<file path="config.mk">
export PLATFORM = sky130hd
export DESIGN_NAME = adc_result_compare_delay
export DESIGN_NICKNAME = d
export VERILOG_FILES = /design/src/HANDOVER_unused_marker_none.sv /design/src/adc_cmp_pkg.sv /design/src/adc_result_compare_delay.sv
export SDC_FILE = /design/constraint.sdc
export NUM_CORES = 1
export LEC_CHECK = 0
export BUFFER_PORTS_ARGS = -buffer_cell sky130_fd_sc_hd__buf_2
export CORE_ASPECT_RATIO = 0.75
export CORE_UTILIZATION = 57
export CTS_CLUSTER_DIAMETER = 30
export DETAILED_ROUTE_END_ITERATION = 10
export HOLD_SLACK_MARGIN = 0.06
export PLACE_DENSITY_LB_ADDON = 0.2
export SYNTH_ARGS = -nofsm -noshare
export SYNTH_HDL_FRONTEND = slang
export SYNTH_SLANG_ARGS = --single-unit
</file>
<file path="constraint.sdc">
create_clock -name pclk -period 3.32 [get_ports pclk]
set_input_delay 0.166 -clock pclk [delete_from_list [all_inputs] [get_ports pclk]]
set_output_delay 0.166 -clock pclk [all_outputs]
set_load 0.05 [all_outputs]
</file>
<file path="src/HANDOVER_unused_marker_none.sv">
`timescale 1ns/100ps
`default_nettype none
`default_nettype wire

</file>
<file path="src/adc_cmp_pkg.sv">
package adc_cmp_pkg;

    // register indices; byte address is four times the index
    localparam logic [7:0] IDX_RESULT_LOW     = 8'hc2;
    localparam logic [7:0] IDX_RESULT_HIGH    = 8'hc3;
    localparam logic [7:0] IDX_THRESH_LOW     = 8'hce;
    localparam logic [7:0] IDX_THRESH_HIGH    = 8'hcf;
    localparam logic [7:0] IDX_IRQ_STATUS     = 8'hd0;
    localparam logic [7:0] IDX_IRQ_MASK       = 8'hd1;
    localparam logic [7:0] IDX_CMP_DLY_CTRL   = 8'he2;
    localparam logic [7:0] IDX_DELAY_LOW      = 8'he3;
    localparam logic [7:0] IDX_PIN_DISCONNECT = 8'hf6;

    // compare_and_delay_control fields
    localparam int BIT_BRAKE_EN  = 7;
    localparam int BIT_POLARITY  = 6;
    localparam int BIT_CMP_EN    = 5;
    localparam int BIT_CMP_OUT   = 4;
    localparam int BIT_DELAY_MSB = 0;

    // interrupt event bits
    localparam int EVT_CONV_DONE = 0;
    localparam int EVT_CMP_HIT   = 1;
    localparam int EVT_BRAKE     = 2;
    localparam int EVT_COUNT     = 3;

    localparam logic [7:0]  REG_RESET   = 8'h00;
    localparam logic [11:0] WORD_RESET  = 12'h000;
    localparam logic [8:0]  DELAY_RESET = 9'h000;
    localparam logic [2:0]  EVT_RESET   = 3'h0;

    typedef enum logic {
        TRIG_IDLE,
        TRIG_WAIT
    } trig_state_t;

endpackage

</file>
<file path="src/adc_result_compare_delay.sv">
// Overview of operation
// - enabled brake linkage asserts pwm fault brake when comparator output is one
// - compare brake pulses a clear of pwm run; resume waits for software run
// - polarity 0: result >= threshold gives one; polarity 1: result below threshold
// - comparator works only while its enable bit is one
// - comparator output is read only, refreshed at every conversion completion
// - trigger delay is nine bits: delay register plus control bit 0
// - after an external trigger wait the programmed delay, then start conversion
// - result high byte reads result bits 11 to 4, read only
// - result low byte reads result bits 3 to 0, upper bits reserved
// - threshold held in high byte 11:4 and low nibble 3:0, read/write
// - disconnect bit one forces that channel digital input to read zero
// - all registers clear to zero on reset
// - delay applies only when external trigger enable is one
//
// Design decision made here: the APB register port.
`timescale 1ns/100ps
`default_nettype none

module adc_result_compare_delay
    import adc_cmp_pkg::*;
(
    input  wire logic        pclk,
    input  wire logic        presetn,
    input  wire logic [9:0]  paddr,
    input  wire logic        psel,
    input  wire logic        penable,
    input  wire logic        pwrite,
    input  wire logic [31:0] pwdata,
    output logic             pready,
    output logic             pslverr,
    output logic      [31:0] prdata,
    input  wire logic        conv_done,
    input  wire logic [11:0] conv_data,
    input  wire logic        conv_busy,
    input  wire logic        sw_start,
    input  wire logic        external_trigger_enable,
    input  wire logic        ext_trigger,
    output logic             conv_start,
    output logic             fault_brake,
    output logic             pwm_run_clear,
    input  wire logic        pwm_run_set,
    input  wire logic [7:0]  pin_in,
    output logic      [7:0]  pin_digital_in,
    output logic             irq
);

    ////////////////////////////////////////////////////////////////////////////
    // bus decode

    logic [11:0]          conversion_result_r;
    logic [11:0]          compare_threshold_r;
    logic                 brake_on_compare_enable_r;
    logic                 compare_polarity_select_r;
    logic                 result_comparator_enable_r;
    logic                 comparator_output_r;
    logic [8:0]           trigger_delay_count_r;
    logic [7:0]           channel_digital_input_disable_r;
    logic [EVT_COUNT-1:0] irq_status_r;
    logic [EVT_COUNT-1:0] irq_mask_r;
    logic [EVT_COUNT-1:0] evt;
    logic [8:0]           delay_cnt_r;
    trig_state_t          trig_state_r;
    logic                 cmp_nxt;
    logic                 mapped;
    logic [7:0]           rd_byte;
    logic [7:0]           idx;
    logic                 wr_en;
    logic [7:0]           wbyte;
    logic                 ext_accept;
    logic                 delay_expired;

    assign idx   = paddr[9:2];
    assign wbyte = pwdata[7:0];
    assign pready = 1'b1;
    assign wr_en = psel && penable && pwrite && mapped;

    always_comb begin
        mapped  = 1'b1;
        rd_byte = REG_RESET;
        unique case (idx)
            IDX_RESULT_LOW:     rd_byte = {4'h0, conversion_result_r[3:0]};
            IDX_RESULT_HIGH:    rd_byte = conversion_result_r[11:4];
            IDX_THRESH_LOW:     rd_byte = {4'h0, compare_threshold_r[3:0]};
            IDX_THRESH_HIGH:    rd_byte = compare_threshold_r[11:4];
            IDX_IRQ_STATUS:     rd_byte = {5'h00, irq_status_r};
            IDX_IRQ_MASK:       rd_byte = {5'h00, irq_mask_r};
            IDX_CMP_DLY_CTRL:   rd_byte = {brake_on_compare_enable_r, compare_polarity_select_r,
                                           result_comparator_enable_r, comparator_output_r,
                                           3'h0, trigger_delay_count_r[8]};
            IDX_DELAY_LOW:      rd_byte = trigger_delay_count_r[7:0];
            IDX_PIN_DISCONNECT: rd_byte = channel_digital_input_disable_r;
            default: begin
                mapped  = 1'b0;
                rd_byte = REG_RESET;
            end
        endcase
    end

    assign pslverr = psel && penable && !mapped;

    // read data captured in setup so the access phase shows a flop
    always_ff @(posedge pclk or negedge presetn) begin
        if (!presetn) begin
            prdata <= 32'h0000_0000;
        end else if (psel && !penable && !pwrite) begin
            prdata <= {24'h00_0000, rd_byte};
        end
    end

    ////////////////////////////////////////////////////////////////////////////
    // software registers

    always_ff @(posedge pclk or negedge presetn) begin
        if (!presetn) begin
            compare_threshold_r <= WORD_RESET;
        end else if (wr_en && idx == IDX_THRESH_HIGH) begin
            compare_threshold_r[11:4] <= wbyte;
        end else if (wr_en && idx == IDX_THRESH_LOW) begin
            compare_threshold_r[3:0] <= wbyte[3:0];
        end
    end

    // nine bit delay assembled from two registers
    always_ff @(posedge pclk or negedge presetn) begin
        if (!presetn) begin
            brake_on_compare_enable_r  <= 1'b0;
            compare_polarity_select_r  <= 1'b0;
            result_comparator_enable_r <= 1'b0;
            trigger_delay_count_r      <= DELAY_RESET;
        end else if (wr_en && idx == IDX_CMP_DLY_CTRL) begin
            brake_on_compare_enable_r  <= wbyte[BIT_BRAKE_EN];
            compare_polarity_select_r  <= wbyte[BIT_POLARITY];
            result_comparator_enable_r <= wbyte[BIT_CMP_EN];
            trigger_delay_count_r[8]   <= wbyte[BIT_DELAY_MSB];
        end else if (wr_en && idx == IDX_DELAY_LOW) begin
            trigger_delay_count_r[7:0] <= wbyte;
        end
    end

    always_ff @(posedge pclk or negedge presetn) begin
        if (!presetn) begin
            channel_digital_input_disable_r <= REG_RESET;
        end else if (wr_en && idx == IDX_PIN_DISCONNECT) begin
            channel_digital_input_disable_r <= wbyte;
        end
    end

    always_ff @(posedge pclk or negedge presetn) begin
        if (!presetn) begin
            pin_digital_in <= REG_RESET;
        end else begin
            pin_digital_in <= pin_in & ~channel_digital_input_disable_r;
        end
    end

    ////////////////////////////////////////////////////////////////////////////
    // result and comparator

    // polarity selects the sense; disabled gives zero
    always_comb begin
        cmp_nxt = 1'b0;
        if (result_comparator_enable_r) begin
            cmp_nxt = compare_polarity_select_r ? (conv_data < compare_threshold_r)
                                                : (conv_data >= compare_threshold_r);
        end
    end

    always_ff @(posedge pclk or negedge presetn) begin
        if (!presetn) begin
            conversion_result_r <= WORD_RESET;
            comparator_output_r <= 1'b0;
        end else if (conv_done) begin
            conversion_result_r <= conv_data;
            comparator_output_r <= cmp_nxt;
        end
    end

    ////////////////////////////////////////////////////////////////////////////
    // fault brake linkage

    // brake held until pwm is restarted; one-cycle run clear
    always_ff @(posedge pclk or negedge presetn) begin
        if (!presetn) begin
            fault_brake   <= 1'b0;
            pwm_run_clear <= 1'b0;
        end else begin
            pwm_run_clear <= 1'b0;
            if (conv_done && cmp_nxt && brake_on_compare_enable_r) begin
                fault_brake   <= 1'b1;
                pwm_run_clear <= 1'b1;
            end else if (pwm_run_set) begin
                fault_brake <= 1'b0;
            end
        end
    end

    ////////////////////////////////////////////////////////////////////////////
    // trigger delay

    // external trigger counts only when enabled; busy converter ignores it
    assign ext_accept    = ext_trigger && external_trigger_enable && !conv_busy
                           && trig_state_r == TRIG_IDLE;
    assign delay_expired = trig_state_r == TRIG_WAIT && delay_cnt_r == DELAY_RESET;

    // count down the programmed delay before starting
    always_ff @(posedge pclk or negedge presetn) begin
        if (!presetn) begin
            trig_state_r <= TRIG_IDLE;
            delay_cnt_r  <= DELAY_RESET;
        end else begin
            unique case (trig_state_r)
                TRIG_IDLE: begin
                    if (ext_accept) begin
                        trig_state_r <= TRIG_WAIT;
                        delay_cnt_r  <= trigger_delay_count_r;
                    end
                end
                TRIG_WAIT: begin
                    if (delay_cnt_r == DELAY_RESET) begin
                        trig_state_r <= TRIG_IDLE;
                    end else begin
                        delay_cnt_r <= delay_cnt_r - 9'h001;
                    end
                end
            endcase
        end
    end

    // software start bypasses the delay
    always_ff @(posedge pclk or negedge presetn) begin
        if (!presetn) begin
            conv_start <= 1'b0;
        end else begin
            conv_start <= sw_start || delay_expired;
        end
    end

    ////////////////////////////////////////////////////////////////////////////
    // interrupts

    assign evt[EVT_CONV_DONE] = conv_done;
    assign evt[EVT_CMP_HIT]   = conv_done && cmp_nxt;
    assign evt[EVT_BRAKE]     = conv_done && cmp_nxt && brake_on_compare_enable_r;

    // a new event wins over a simultaneous write-one clear
    always_ff @(posedge pclk or negedge presetn) begin
        if (!presetn) begin
            irq_status_r <= EVT_RESET;
        end else if (wr_en && idx == IDX_IRQ_STATUS) begin
            irq_status_r <= (irq_status_r & ~wbyte[EVT_COUNT-1:0]) | evt;
        end else begin
            irq_status_r <= irq_status_r | evt;
        end
    end

    always_ff @(posedge pclk or negedge presetn) begin
        if (!presetn) begin
            irq_mask_r <= EVT_RESET;
        end else if (wr_en && idx == IDX_IRQ_MASK) begin
            irq_mask_r <= wbyte[EVT_COUNT-1:0];
        end
    end

    assign irq = |(irq_status_r & irq_mask_r);
endmodule

`default_nettype wire

</file>
Yosys cells after proc, flatten, opt, wreduce, memory -nomap -nowiden
Index checks and enable logic that the tools add are counted.
Word-level totals
  register bits: 80
  bits of input ports: 73
  output and inout port bits: 46
Cells by class
  add/subtract/negate cells: 1
  magnitude comparators: 2
  eq/ne operators: 11
  mux-type cells: 14
  bitwise logic cells: 10
  reduce and logical (&&, ||, !) cells: 31
Operators by type and width (count)
  $eq 8x8->1 const B: 9
  $pmux 8 s9: 1
  $logic_and 1x1->1: 19
  $mux 9: 2
  $pmux 9 s2: 1
  $ge 12x12->1: 1
  $lt 12x12->1: 1
  $logic_not 9->1: 1
  $reduce_or 9->1: 1
  $sub 9x1->9 const B: 1
  $and 8x8->8: 1
  $mux 1: 8
  $not 8->8: 1
  $and 3x3->3: 2
  $or 3x3->3: 2
  $reduce_and 2->1: 3
  $logic_not 1->1: 4
  $ne 2x2->1 const B: 2
  $mux 3: 1
  $not 1->1: 3
  $not 3->3: 1
  $reduce_or 3->1: 1
  $pmux 1 s2: 1
  $reduce_bool 2->1: 1
  $logic_or 1x1->1: 1

Logic depth before layout (Yosys ltp)
  depth in word-level cells: 7
  depth in mapped cells: 7
  gate-level depth less buffers: 7

Worst setup path after synthesis
No wires, ideal clock.
  path type: reg2reg
  start: register delay_cnt_r[1]
  end: register delay_cnt_r[7]
  setup time: 76 ps
  data arrival time: 1648 ps
  data required time: 3244 ps
  slack: 1596 ps
  stages on the path, launching flop included: 6
  clock period less this slack: 1724 ps
  cells stage by stage: dfrtp_1 -> or3_4 -> or3_1 -> or3_1 -> xor2_1 -> o21ai_1
Between the ends
  word-level cells in the longest chain between the ends: 3
RTL lines
  from (decl): line adc_result_compare_delay.sv:62  | logic [8:0] delay_cnt_r;
  from (signal assigned): line adc_result_compare_delay.sv:216  | delay_cnt_r <= trigger_delay_count_r;
  from (signal assigned): line adc_result_compare_delay.sv:223  | delay_cnt_r <= delay_cnt_r - 9'h001;
  $sub 9x1->9 / $logic_not 9->1 (equally long branches): line adc_result_compare_delay.sv:223, adc_result_compare_delay.sv:220
  $mux 9 / $ne 2x2->1 (equally long branches)
  $pmux 9 s2 / $reduce_and 2->1 (equally long branches)
Parallel ways exist; a longest one is shown, timed or not. The select of a mux whose other input is x is not followed.
A chain may end at the register's enable or synchronous reset.

Final worst setup path
  start: register delay_cnt_r[0]
  end: register delay_cnt_r[1]
Same word-level chain as after synthesis.

==> run summary <==
Status: completed
CTS tree: done
Final #Nets: 559
Std-Cell Rows: 26
Multi-input gate area: 0.00205 mm2
Yosys top cell area share: 0.468
Count leader, synth: dfrtp_1
# hold bufs at CTS: 13
Register area share after synthesis: 0.468
Post-synth EDFFs: 0
FF+latch area: 0.00200 mm2
Latest clock arrival within the worst-skew pair: 0.35 ns
Leading area contributor after synthesis: dfrtp_1
Final Routed Wirelength: 10.1 mm
Sum of negative setup slack: 0 ns
Root Driver: clkbuf_8
Peak VDD IR: 0.210 mV
Crit. End Element: register
Period utilization: 0.638
Post-layout min period: 2.12 ns
Crit path from: delay_cnt_r[0]
Synth cell count leaders: dfrtp_1, mux2_2, nand2_1, buf_4, inv_1
Vias/cell: 5.80
CP Data Arrival Time: 2.37 ns
Most used cell, CP: nor2_1
Pin count of the biggest net entering global routing: 81
PortBufs: 67
Vias in the first global route: 3080
HP Start: conv_data[2]
Power Dens Cells: 452 mW/mm2
PostCTS Resize Cnt: 0
Ranking of synthesized cells by area: dfrtp_1, mux2_2, buf_4, ha_1, nand2_1
YS warnings: 0
Clock skew: 0.00986 ns
Fraction of layout cells with a size suffix above 1: 0.272
Ant. Diodes: 0
Dpl hpwl: 7.57 mm
# DRC: 0
Reg clk slew, reported paths: 0.08 ns
Hold slack: 0.0791 ns
Antenna-violating nets left: 0
Timing-limited maximum frequency: 472 MHz
Hold Crit Class: input port to register
IO Count: 119
Critical Path Max Stage Delay: 0.43 ns
Clk buf depth: 2
Final Setup Violations: 0
Non-Filler Instances: 576
Final Power: 2.21 mW
Critical path's slowest cell: nor4b_1
Initial antenna violation count: 0
First-pass GRT wire length: 16.1 mm
Die area: 0.00786 mm2
Total number of vias: 3340
Initial Utilization: 0.609
CTS Sinks: 80
Post-synth cell types: 63
Startpoint Class: register
Worst setup margin: 1.20 ns
H-tree level count: 3
Asr flop ratio synth: 1.00
Synthesized area: 0.00428 mm2
Setup Fix Bufs, Post-CTS: 0
Worst Tran Pin Value: 0.982 ns
Initial DRC Count: 321
Cells after Synth: 395
CP Cell Sequence: inv_1, ha_1, nor4b_1, nand2_1, nor2_1, nor2_1, o22a_1
Max FO, Critical Path: 7
GRT Resource Usage Total: 0.277
RSZ-0062 raised after global routing: false
Leakage: 2.36 nW
CP Class: register to register
Pins over their slew limit: 0
DP Worst Slack: 1.22 ns
Worst slew margin: 0.345
Placed cell count: 547
Ys flop type: dfrtp_1
Syn-to-layout area delta: 14.3%
Syn_area_per_cell: 10.8 um2
Die Span X: 102 um
Core area: 0.00703 mm2
Total gr overflow: 0
CTS buffer count: 9
Endpoints failing hold: 0
Worst EP required: 3.57 ns
Yosys reg bits: 80
Max cap viols: 0
Reg-to-Reg Start: delay_cnt_r[0]
Drt first pass iters: 5
Drt wl/cell: 17.5 um
Filler cells: 532
GP Congestion: 0.857
Die Y: 77.0 um
-- sequential cells by signal (all words and copies together), names as in the netlist --
name and flops:
brake_on_compare_enable_r 1, channel_digital_input_disable_r 8, comparator_output_r 1, compare_polarity_select_r 1
compare_threshold_r 12, conv_start 1, conversion_result_r 12, delay_cnt_r 9
fault_brake 1, irq_mask_r 3, irq_status_r 3, pin_digital_in 8
prdata 8, pwm_run_clear 1, result_comparator_enable_r 1, trig_state_r 1
trigger_delay_count_r 9
-- placed cells by master, fill, tap and decap left out, types with 10 or more instances in the layout --
master	synthesis	final
dfrtp_1	80	80
buf_2	5	66
nand2_1	35	35
mux2_2	35	35
conb_1	2	25
inv_1	18	18
o21ai_0	16	16
nor2_1	15	15
ha_1	13	13
dlygate4sd3_1	0	13
nand3_1	11	11
nor2b_1	11	11
clkbuf_8	0	10
-- report_power, final --
part | total (mW) | switching (mW) | internal, mW
logic | 0.422 | 0.251 | 0.171
registers | 1.16 | 0.100 | 1.06
clock network | 0.627 | 0.341 | 0.286
total | 2.21 | 0.692 | 1.52
-- worst max-delay path, delay by kind of cell, from the launching register on --
kind | cells | cell delay (ns)
simple gates | 4 | 1.10
compound gates | 1 | 0.21
flops | 1 | 0.41
fa+ha+maj | 1 | 0.22
buf+inv | 1 | 0.07
-- layout make-up --
cell class / count / share of cell area
multi-input combinational: 283 / 0.419
clock buffer: 10 / 0.0282
timing repair buffer: 81 / 0.0973
inverter: 18 / 0.0138
clock inverter: 6 / 0.00717
tap: 98 / 0.0251
sequential: 80 / 0.410
-- worst paths after layout --
| path | end | slack [ns] | cells after the start |
|---|---|---|---|
| max | delay_cnt_r[1] | 1.20 | 7 |
| min | conversion_result_r[2] | 0.08 | 2 |
| max reg2reg | delay_cnt_r[1] | 1.20 | 7 |
| min reg2reg | pin_digital_in[3] | 0.46 | 1 |
| max in group asynchronous | conversion_result_r[10] | 2.17 | 2 |
| min in group asynchronous | prdata[1] | 0.52 | 2 |
-- through the flow --
| step | utilization | area [um2] |
|---|---|---|
| 2_1_floorplan | - | 4360 |
| 3_3_place_gp | 0.652 | 4580 |
| 3_5_place_dp | 0.652 | 4580 |
| 4_1_cts | 0.696 | 4890 |
| 5_1_grt | 0.696 | 4890 |
| 6_report | 0.696 | 4890 |
-- logic make-up (layout without fill, tap and decap cells) --
group / count (synthesis) / count (layout) / share of synthesized area
AO/OA/AOI/OAI: 85 / 85 / 0.144
XOR/XNOR: 2 / 2 / 0.00410
adder cells (fa/ha/maj): 13 / 13 / 0.0380
buffers and inverters: 55 / 115 / 0.0734
flip-flops: 80 / 80 / 0.468
multiplexers: 41 / 41 / 0.108
other: 2 / 25 / 0.00176
AND/OR/NAND/NOR: 117 / 117 / 0.163
-- metal layers --
layer  GRT usage  part of all wire  vias up
met5           0                 0        -
li1            -                 -     1553
met3      0.0766              0.10        7
met1       0.427              0.46     1594
met4      0.0486            0.0059        0
met2       0.391              0.43      186
Power figures use the tool's default switching activity.
